--- src/asm_pkg.sv ---
package asm_pkg;
   // Clock and timing
   localparam int CLK_HZ = 50_000_000;
   localparam int TICK_MS = 1;
   localparam int TICK_CYC = CLK_HZ / 1000 * TICK_MS;
   localparam int LIGHT_S = 10;
   localparam int LIGHT_MS = LIGHT_S * 1000;
   // Alarm list
   localparam int LIST_LEN = 100;
   localparam int NUM_ALM = 12;
   // Alarm slots
   localparam int A_WIRE2 = 0;
   localparam int A_VOLT1 = 1;
   localparam int A_VOLT2 = 2;
   localparam int A_CONST = 3;
   localparam int A_COMPAT = 4;
   localparam int A_MADDR = 5;
   localparam int A_LIGHT = 6;
   localparam int A_HEAT = 7;
   localparam int A_DADDR = 8;
   localparam int A_DPAR = 9;
   localparam int A_ZONE = 10;
   localparam int A_SHORT = 11;
   // Alarm codes, index by slot
   localparam logic [7:0] CODE_TAB [NUM_ALM] = '{
      8'h22, 8'h23, 8'h24, 8'h26, 8'h27, 8'h28,
      8'h2f, 8'h30, 8'h31, 8'h34, 8'h36, 8'h37};
   localparam logic [7:0] CODE_OVF = 8'h35;
   // Register byte addresses
   localparam logic [7:0] OFS_CFG = 8'h00;
   localparam logic [7:0] OFS_ACK = 8'h04;
   localparam logic [7:0] OFS_STAT = 8'h08;
   localparam logic [7:0] OFS_CNT = 8'h0c;
   localparam logic [7:0] OFS_IDX = 8'h10;
   localparam logic [7:0] OFS_ENTRY = 8'h14;
   // Field positions and reset values
   localparam int CFG_RING_POS = 8;
   localparam int STAT_OVF_POS = 12;
   localparam int STAT_RELAY_POS = 13;
   localparam int STAT_ACKOK_POS = 16;
   localparam int STAT_ACKREJ_POS = 17;
   localparam int ENTRY_VLD_POS = 8;
   localparam logic [31:0] CFG_RST = 32'h0000_0000;
   // Bus responses
   localparam logic [1:0] RESP_OKAY = 2'h0;
   localparam logic [1:0] RESP_SLVERR = 2'h2;
endpackage

--- src/asm_top.sv ---
// Notes on behaviour
// - Raise ignition wire fault 2 on L2/L3 wire fault report.
// - Raise ignition voltage alarm 1 or 2 on low capacitor charge.
// - Raise constellation alarm when present peers differ from configured peers.
// - Constellation alarm also when detected ring/line differs from setting.
// - Raise compatibility alarm on inconsistent peer firmware versions.
// - Raise address conflict alarm when two masters share an address.
// - Raise faulty light alarm when any channel sees light over ten seconds.
// - Raise overheat alarm while temperature monitor reports over limit.
// - Raise display address conflict on duplicate display unit addresses.
// - Raise display parameter alarm on missing or corrupt display parameter.
// - List holds 100 entries; overflow flagged when an alarm to store finds no free entry.
// - Overflow acknowledge refused while any other alarm is active.
// - Raise zone trip alarm when a peer master reports a trip.
// - Zone trip ack needs source trip gone and its local trip acknowledged.
// - Zone trip ack also allowed once the source master is gone.
// - Raise sensor short alarm on a shorted or damaged sensor.
// - No-free-entry condition when storing with every position occupied.
// - Acknowledge accepted only once the causing condition is inactive.
// - Relay on for any system error until all errors are acknowledged.
module asm_top #(
   parameter int NP = 8,
   parameter int NCH = 3,
   parameter int TICK_CYC = asm_pkg::TICK_CYC,
   parameter int LIGHT_MS = asm_pkg::LIGHT_MS
) (
   input wire logic clock,
   input wire logic rst,
   input wire logic ign_wire2_fault,
   input wire logic ign_volt1_low,
   input wire logic ign_volt2_low,
   input wire logic topo_ring_seen,
   input wire logic peer_fw_mismatch,
   input wire logic peer_addr_dup,
   input wire logic over_temp,
   input wire logic disp_addr_dup,
   input wire logic disp_param_err,
   input wire logic [NP-1:0] peer_present,
   input wire logic [NP-1:0] peer_trip,
   input wire logic [NP-1:0] peer_trip_acked,
   input wire logic [NCH-1:0] sensor_light,
   input wire logic [NCH-1:0] sensor_short,
   output logic relay_q,
   input wire logic [7:0] s_axi_awaddr,
   input wire logic s_axi_awvalid,
   output logic s_axi_awready,
   input wire logic [31:0] s_axi_wdata,
   input wire logic [3:0] s_axi_wstrb,
   input wire logic s_axi_wvalid,
   output logic s_axi_wready,
   output logic [1:0] s_axi_bresp,
   output logic s_axi_bvalid,
   input wire logic s_axi_bready,
   input wire logic [7:0] s_axi_araddr,
   input wire logic s_axi_arvalid,
   output logic s_axi_arready,
   output logic [31:0] s_axi_rdata,
   output logic [1:0] s_axi_rresp,
   output logic s_axi_rvalid,
   input wire logic s_axi_rready
);
   localparam int NA = asm_pkg::NUM_ALM;
   localparam int LL = asm_pkg::LIST_LEN;
   localparam int PW = 9 + 3 * NP + 2 * NCH;
   localparam int P_PRES = 9;
   localparam int P_TRIP = 9 + NP;
   localparam int P_TACK = 9 + 2 * NP;
   localparam int P_LIGHT = 9 + 3 * NP;
   localparam int P_SHORT = 9 + 3 * NP + NCH;

   // Pin sampling: three stages, change taken when stages 2 and 3 agree
   logic [PW-1:0] pin_raw;
   logic [PW-1:0] s1_q, s2_q, s3_q, flt_q;
   assign pin_raw = {sensor_short, sensor_light, peer_trip_acked, peer_trip, peer_present,
                     disp_param_err, disp_addr_dup, over_temp, peer_addr_dup,
                     peer_fw_mismatch, topo_ring_seen, ign_volt2_low, ign_volt1_low,
                     ign_wire2_fault};
   always_ff @(posedge clock or posedge rst) begin
      if (rst) begin
         s1_q <= '0;
         s2_q <= '0;
         s3_q <= '0;
         flt_q <= '0;
      end else begin
         s1_q <= pin_raw;
         s2_q <= s1_q;
         s3_q <= s2_q;
         flt_q <= (s2_q & s3_q) | (flt_q & (s2_q | s3_q));
      end
   end

   logic [NP-1:0] pres, trip, tack;
   logic [NCH-1:0] light, shrt;
   assign pres = flt_q[P_PRES +: NP];
   assign trip = flt_q[P_TRIP +: NP];
   assign tack = flt_q[P_TACK +: NP];
   assign light = flt_q[P_LIGHT +: NCH];
   assign shrt = flt_q[P_SHORT +: NCH];

   // Millisecond enable from a divider
   logic [31:0] div_q;
   logic tick_q;
   always_ff @(posedge clock or posedge rst) begin
      if (rst) begin
         div_q <= '0;
         tick_q <= 1'b0;
      end else begin
         tick_q <= (div_q == 32'(TICK_CYC - 1));
         div_q <= (div_q == 32'(TICK_CYC - 1)) ? '0 : div_q + 32'h1;
      end
   end

   // Per-channel continuous light timers
   logic [NCH-1:0] light_long;
   genvar g;
   generate
      for (g = 0; g < NCH; g++) begin : g_light
         logic [31:0] ms_q;
         always_ff @(posedge clock or posedge rst) begin
            if (rst) begin
               ms_q <= '0;
            end else if (!light[g]) begin
               ms_q <= '0;
            end else if (tick_q && ms_q <= 32'(LIGHT_MS)) begin
               ms_q <= ms_q + 32'h1;
            end
         end
         assign light_long[g] = ms_q > 32'(LIGHT_MS);
      end
   endgenerate

   // Configuration register
   logic [31:0] cfg_q;
   logic [NP-1:0] cfg_peers;
   logic cfg_ring;
   assign cfg_peers = cfg_q[NP-1:0];
   assign cfg_ring = cfg_q[asm_pkg::CFG_RING_POS];

   // Alarm source conditions
   logic [NA-1:0] cond;
   assign cond[asm_pkg::A_WIRE2] = flt_q[0];
   assign cond[asm_pkg::A_VOLT1] = flt_q[1];
   assign cond[asm_pkg::A_VOLT2] = flt_q[2];
   assign cond[asm_pkg::A_CONST] = (pres != cfg_peers) || (flt_q[3] != cfg_ring);
   assign cond[asm_pkg::A_COMPAT] = flt_q[4];
   assign cond[asm_pkg::A_MADDR] = flt_q[5];
   assign cond[asm_pkg::A_LIGHT] = |light_long;
   assign cond[asm_pkg::A_HEAT] = flt_q[6];
   assign cond[asm_pkg::A_DADDR] = flt_q[7];
   assign cond[asm_pkg::A_DPAR] = flt_q[8];
   assign cond[asm_pkg::A_ZONE] = |(trip & pres);
   assign cond[asm_pkg::A_SHORT] = |shrt;

   // Alarm state
   logic [NA-1:0] cond_q, act_q, pend_q;
   logic [NP-1:0] zsrc_q;
   logic ovf_q;
   logic [LL-1:0] vld_q;
   logic [7:0] code_mem [LL];
   logic [6:0] cnt_q;
   logic [NA-1:0] rise;
   assign rise = cond & ~cond_q;

   // Lowest pending slot and first free entry
   logic st_any;
   logic [3:0] st_slot;
   logic fr_any;
   logic [6:0] fr_idx;
   always_comb begin
      st_any = 1'b0;
      st_slot = '0;
      fr_any = 1'b0;
      fr_idx = '0;
      for (int i = NA - 1; i >= 0; i--) begin
         if (pend_q[i]) begin
            st_any = 1'b1;
            st_slot = 4'(i);
         end
      end
      for (int i = LL - 1; i >= 0; i--) begin
         if (!vld_q[i]) begin
            fr_any = 1'b1;
            fr_idx = 7'(i);
         end
      end
   end

   // Acknowledge request decode
   logic wr_go, rd_go, ack_wr;
   logic [7:0] ack_code;
   logic ack_ovf, ack_hit;
   logic [3:0] ack_slot;
   logic zone_ok;
   assign ack_code = s_axi_wdata[7:0];
   assign ack_wr = wr_go && s_axi_awaddr == asm_pkg::OFS_ACK && s_axi_wstrb[0];
   assign ack_ovf = ack_code == asm_pkg::CODE_OVF;
   // source cleared and acked, or gone
   assign zone_ok = &(~zsrc_q | ~pres | (~trip & tack));
   always_comb begin
      ack_hit = 1'b0;
      ack_slot = '0;
      for (int i = 0; i < NA; i++) begin
         if (ack_code == asm_pkg::CODE_TAB[i]) begin
            ack_hit = 1'b1;
            ack_slot = 4'(i);
         end
      end
   end

   logic ack_ok, ovf_ok;
   assign ovf_ok = ack_wr && ack_ovf && ovf_q && act_q == '0;
   assign ack_ok = ack_wr && ack_hit && act_q[ack_slot] && !cond[ack_slot] &&
                   (ack_slot != 4'(asm_pkg::A_ZONE) || zone_ok);

   // Entry that holds the acknowledged code
   logic fm_any;
   logic [6:0] fm_idx;
   always_comb begin
      fm_any = 1'b0;
      fm_idx = '0;
      for (int i = LL - 1; i >= 0; i--) begin
         if (vld_q[i] && code_mem[i] == asm_pkg::CODE_TAB[ack_slot]) begin
            fm_any = 1'b1;
            fm_idx = 7'(i);
         end
      end
   end

   logic do_store, do_free, store_fail;
   assign do_free = ack_ok && fm_any;
   assign do_store = st_any && fr_any;
   assign store_fail = st_any && !fr_any;

   logic [NA-1:0] clr_vec, st_vec;
   assign clr_vec = ack_ok ? NA'(1) << ack_slot : '0;
   assign st_vec = st_any ? NA'(1) << st_slot : '0;

   // Alarm flags; raising wins over acknowledge
   always_ff @(posedge clock or posedge rst) begin
      if (rst) begin
         cond_q <= '0;
         act_q <= '0;
         pend_q <= '0;
         zsrc_q <= '0;
         ovf_q <= 1'b0;
      end else begin
         cond_q <= cond;
         act_q <= (act_q & ~clr_vec) | rise;
         pend_q <= (pend_q & ~st_vec & ~clr_vec) | rise;
         zsrc_q <= (clr_vec[asm_pkg::A_ZONE] ? '0 : zsrc_q) | (trip & pres);
         ovf_q <= store_fail | (ovf_q & !ovf_ok);
      end
   end

   always_ff @(posedge clock or posedge rst) begin
      if (rst) begin
         vld_q <= '0;
         cnt_q <= '0;
      end else begin
         if (do_free) vld_q[fm_idx] <= 1'b0;
         if (do_store) vld_q[fr_idx] <= 1'b1;
         cnt_q <= cnt_q + 7'(do_store) - 7'(do_free);
      end
   end
   always_ff @(posedge clock) begin
      if (do_store) code_mem[fr_idx] <= asm_pkg::CODE_TAB[st_slot];
   end

   always_ff @(posedge clock or posedge rst) begin
      if (rst) relay_q <= 1'b0;
      else relay_q <= (|act_q) || ovf_q;
   end

   // AXI4-Lite write channel
   logic ack_ok_q, ack_rej_q;
   logic [6:0] idx_q;
   logic wr_map;
   assign wr_go = s_axi_awvalid && s_axi_awready && s_axi_wvalid && s_axi_wready;
   assign wr_map = s_axi_awaddr == asm_pkg::OFS_CFG || s_axi_awaddr == asm_pkg::OFS_ACK ||
                   s_axi_awaddr == asm_pkg::OFS_IDX;
   always_ff @(posedge clock or posedge rst) begin
      if (rst) begin
         s_axi_awready <= 1'b0;
         s_axi_wready <= 1'b0;
         s_axi_bvalid <= 1'b0;
         s_axi_bresp <= asm_pkg::RESP_OKAY;
         cfg_q <= asm_pkg::CFG_RST;
         idx_q <= '0;
         ack_ok_q <= 1'b0;
         ack_rej_q <= 1'b0;
      end else begin
         s_axi_awready <= s_axi_awvalid && s_axi_wvalid && !s_axi_awready && !s_axi_bvalid;
         s_axi_wready <= s_axi_awvalid && s_axi_wvalid && !s_axi_awready && !s_axi_bvalid;
         if (wr_go) begin
            s_axi_bvalid <= 1'b1;
            s_axi_bresp <= wr_map ? asm_pkg::RESP_OKAY : asm_pkg::RESP_SLVERR;
         end else if (s_axi_bready) begin
            s_axi_bvalid <= 1'b0;
         end
         if (wr_go && s_axi_awaddr == asm_pkg::OFS_CFG && s_axi_wstrb[0])
            cfg_q[7:0] <= s_axi_wdata[7:0];
         if (wr_go && s_axi_awaddr == asm_pkg::OFS_CFG && s_axi_wstrb[1])
            cfg_q[15:8] <= s_axi_wdata[15:8];
         if (wr_go && s_axi_awaddr == asm_pkg::OFS_IDX && s_axi_wstrb[0])
            idx_q <= s_axi_wdata[6:0];
         if (ack_wr) begin
            ack_ok_q <= ack_ok || ovf_ok;
            ack_rej_q <= !(ack_ok || ovf_ok);
         end
      end
   end

   // Read data selection
   logic [31:0] rd_mux;
   logic rd_map;
   logic idx_in;
   assign idx_in = idx_q < 7'(LL);
   assign rd_go = s_axi_arvalid && s_axi_arready;
   always_comb begin
      rd_map = 1'b1;
      rd_mux = '0;
      if (s_axi_araddr == asm_pkg::OFS_CFG) begin
         rd_mux = cfg_q & 32'h0000_01ff;
      end else if (s_axi_araddr == asm_pkg::OFS_STAT) begin
         rd_mux[NA-1:0] = act_q;
         rd_mux[asm_pkg::STAT_OVF_POS] = ovf_q;
         rd_mux[asm_pkg::STAT_RELAY_POS] = relay_q;
         rd_mux[asm_pkg::STAT_ACKOK_POS] = ack_ok_q;
         rd_mux[asm_pkg::STAT_ACKREJ_POS] = ack_rej_q;
      end else if (s_axi_araddr == asm_pkg::OFS_CNT) begin
         rd_mux[6:0] = cnt_q;
      end else if (s_axi_araddr == asm_pkg::OFS_IDX) begin
         rd_mux[6:0] = idx_q;
      end else if (s_axi_araddr == asm_pkg::OFS_ENTRY && idx_in) begin
         rd_mux[7:0] = code_mem[idx_q];
         rd_mux[asm_pkg::ENTRY_VLD_POS] = vld_q[idx_q];
      end else if (s_axi_araddr == asm_pkg::OFS_ENTRY) begin
         rd_mux = '0;
      end else begin
         rd_map = 1'b0;
      end
   end

   // AXI4-Lite read channel
   always_ff @(posedge clock or posedge rst) begin
      if (rst) begin
         s_axi_arready <= 1'b0;
         s_axi_rvalid <= 1'b0;
         s_axi_rdata <= '0;
         s_axi_rresp <= asm_pkg::RESP_OKAY;
      end else begin
         s_axi_arready <= s_axi_arvalid && !s_axi_arready && !s_axi_rvalid;
         if (rd_go) begin
            s_axi_rvalid <= 1'b1;
            s_axi_rdata <= rd_mux;
            s_axi_rresp <= rd_map ? asm_pkg::RESP_OKAY : asm_pkg::RESP_SLVERR;
         end else if (s_axi_rready) begin
            s_axi_rvalid <= 1'b0;
         end
      end
   end
endmodule // asm_top

--- config.mk ---
export PLATFORM = sky130hd
export DESIGN_NAME = asm_top
export DESIGN_NICKNAME = d
export VERILOG_FILES = /design/src/asm_pkg.sv /design/src/asm_top.sv
export SDC_FILE = /design/constraint.sdc
export NUM_CORES = 2
export LEC_CHECK = 0
export BUFFER_PORTS_ARGS = -buffer_cell sky130_fd_sc_hd__buf_4
export CAP_MARGIN = 40
export CORE_MARGIN = 5
export CORE_UTILIZATION = 35
export CTS_CLUSTER_DIAMETER = 40
export CTS_CLUSTER_SIZE = 14
export DETAILED_ROUTE_END_ITERATION = 7
export PLACE_DENSITY = 0.47
export REMOVE_ABC_BUFFERS = 1
export SYNTH_ARGS = -nofsm -noshare
export SYNTH_HDL_FRONTEND = slang
export SYNTH_SLANG_ARGS = --single-unit
--- constraint.sdc ---
create_clock -name clock -period 22 [get_ports clock]
set_input_delay 4.4 -clock clock [delete_from_list [all_inputs] [get_ports clock]]
set_output_delay 4.4 -clock clock [all_outputs]
set_load 0.02 [all_outputs]
==> flow_summary.ini <==
[logic_synthesis]
ys_types = 105
synth_top_cell_by_area = edfxtp_1
yosys-top-cells-area = edfxtp_1 34%, dfrtp_1 21%, mux4_2 8.4%
ys_top_cells_by_count = 640 x edfxtp_1, 478 x dfrtp_1, 368 x xnor2_1
ys.flop_type = edfxtp_1
synth_top_area_share_pct = 34.33
synth.most_common_cell = edfxtp_1
synth_area_mm2 = 0.05597
yosysWarnings = 0
synth_edf_count = 640
syn_area_per_cell_um2 = 12.44
yosys_register_bits = 1118
async_flop_share_pct = 42.75
seq_area_frac_synth_pct = 55.70
netlist_instances = 4500

[hold_path]
hp-class = register to register
hold_path_depth = 0
hold-path-endpoint = s2_q[22]
min_from = s1_q[22]

[routing]
wl_per_cell_um = 26.51
drtPass1Iterations = 6
num_vias = 40110
finalWirelength_um = 186800
drtIter0Drc = 4112
detail-route-antenna-nets = 0
drc = 0
vias_per_cell = 5.694

[timing]
rsz0062_at_grt = no
finalClockSkew_ns = 0.04852
finalWorstPathRequiredPeriod_ns = 12.07
hold_viol_final = 0
tns_ns = 0
tightest_slew_ns = 0.9527
slew_headroom_pct = 36.48
setup_viol = 0
clock.fmax_mhz = 82.84
final_max_slew_viol_count = 0
finalCritPeriodShare_pct = 54.87

[cells_and_area]
area_delta_synth_final_pct = 19.04
nets = 4933
drive_gt1_share_pct = 17.56
diodes = 0
fill_cells = 14700
fin_util_pct = 41.97

[clocking]
clockBufferDepth = 3
path_clk_slew_ns = 0.07
cts_root_buf = clkbuf_16
cts-hold-fix-buffers = 0
clock-sinks = 1118
cts_tree = yes
numCtsBuffers = 181
ctsResizeCount = 0
post_cts_buffers = 0
htree_levels = 4
clk_latency_ns = 0.83

[worst_setup_path]
cp-start-kind = primary input
cp-end-kind = register
cp_slowest_stage_delay_ns = 0.63
crit_required_ns = 22.74
crit_type = primary input to register
cp_data_arrival_time_ns = 12.81
r2r_start = vld_q[67]
rrSetupSlack_ns = 15.80
ff2ff_path_depth = 15
cpMaxStageDelayCell = o22ai_1
path_max_fanout = 31
critPathBufInv = 5
reg2reg_to = code_mem[23][2]
critical_path.top_delay_family = simple AND/OR/NAND/NOR gates

[global_routing]
grt_overflow = 0
grt_pass1_vias = 39310
grt_pass1_wl_um = 273900
track_usage_pct = 21.87
grt_max_degree = 83
antenna_found_initial = 5

[pwr]
powerDensity_mw_per_mm2 = 94.90
power_leakage_nw = 24.39
finalPower_mw = 6.323
vdd_drop_max_mv = 0.07235

[placed_design]
place.gp.congestion = 0.9439
hpwl_um = 131600
place.port_buffers = 96

[run]
drv_cap = 0

[floorplanning]
dieWidth_um = 409.9
coreArea_mm2 = 0.1587
die_y_um = 409.9
rows = 146
start_util_pct = 35.26
io-pin-count = 140
dieArea_mm2 = 0.1680

[status]
status = complete, no violations
-- per-stage QoR --
| step | instances | setup WS (ns) | hold WS, ns | area (um^2) |
|---|---|---|---|---|
| final | 7044 | 9.928 | 0.3438 | 66630 |
| after global routing | 7044 | 9.495 | 0.3385 | 66630 |
| after CTS | 7042 | 9.996 | 0.3480 | 66620 |
| after detailed placement | 6698 | 9.165 | 0.3355 | 60090 |
| after global placement | 6654 | 8.927 | 0.3330 | 59500 |
| after floorplan | 4394 | 4.264 | 0.3312 | 55250 |
-- worst register-to-register path, cell delays in order (launching register included) --
cell and delay (ns):
dfrtp_1 0.49, nor2b_1 0.19, o21ai_0 0.17, a21boi_0 0.11
o311ai_0 0.37, o2111ai_1 0.40, a2111oi_0 0.46, o21ai_0 0.35
a221oi_1 0.55, o31ai_1 0.17, a221oi_1 0.29, buf_4 0.22
o21a_1 0.46, nand2_1 0.53, buf_4 0.41, nor2_1 0.66
-- layout make-up --
type	instances	area (um^2)	area share (%)
flip-flops and latches	1118	31190	46.81
multi-input cells	3158	23840	35.78
repair buffers	234	2027	3.042
well taps	2072	2592	3.891
inverters	118	450.4	0.6760
clock inverters	138	1779	2.670
clock buffers	206	4747	7.124
-- cell families after synthesis --
| logic type | after synthesis | share of synthesized area [%] |
|---|---|---|
| AND/OR/NAND/NOR | 1366 | 13.00 |
| flip-flops | 1118 | 55.70 |
| AO/OA/AOI/OAI | 857 | 10.36 |
| XOR/XNOR | 437 | 6.838 |
| buffers and inverters | 381 | 3.136 |
| multiplexers | 276 | 9.688 |
| adder cells (fa/ha/maj) | 64 | 1.265 |
| other | 1 | 0.006699 |
-- per-layer routing --
layer	part of all wire [%]	track usage, %	vias to the layer above
li1	-	-	17750
met1	44	31.02	20300
met2	44	33.45	1739
met3	8.4	4.788	321
met4	3.3	7.167	2
met5	0.010	0	-
-- how the worst max path moves through the flow --
stage	from	to	slack (ns)	depth (start not counted)
CTS	s_axi_wdata[2]	cnt_q[6]	10.0	29
global route	s_axi_wdata[2]	cnt_q[6]	9.49	31
floorplan	rst	ack_ok_q	4.26	1
finish	s_axi_wdata[2]	cnt_q[6]	9.93	29
detailed placement	s_axi_wdata[2]	cnt_q[6]	9.16	29
global placement	s_axi_wdata[2]	vld_q[48]	8.93	21
-- registers in the layout, summed over array words and instances, names as in the netlist, 8 cells and up --
register,flops
s3_q,39
g_light.ms_q,96
s1_q,39
div_q,32
flt_q,39
cond_q,12
zsrc_q,8
pend_q,12
act_q,12
s_axi_rdata,16
vld_q,100
cfg_peers,8
code_mem,640
s2_q,39
-- placed cells by master (no fill, tap or decap), types with 158 or more instances in the layout --
master     netlist  final
a21oi_1        186    185
buf_4           37    203
clkbuf_16        0    184
conb_1           1    158
dfrtp_1        478    474
edfxtp_1       640    640
mux4_2         210    210
nand2_1        313    312
nor2_1         242    240
xnor2_1        368    368
-- where the power goes --
part           leakage (nW)  total (mW)  switching, mW  internal (mW)
sequential             11.5        2.58         0.0566           2.52
clock                  3.12        2.99           1.16           1.83
combinational          9.78       0.758          0.548          0.210
No activity file was read; power rests on OpenSTA's default activity.
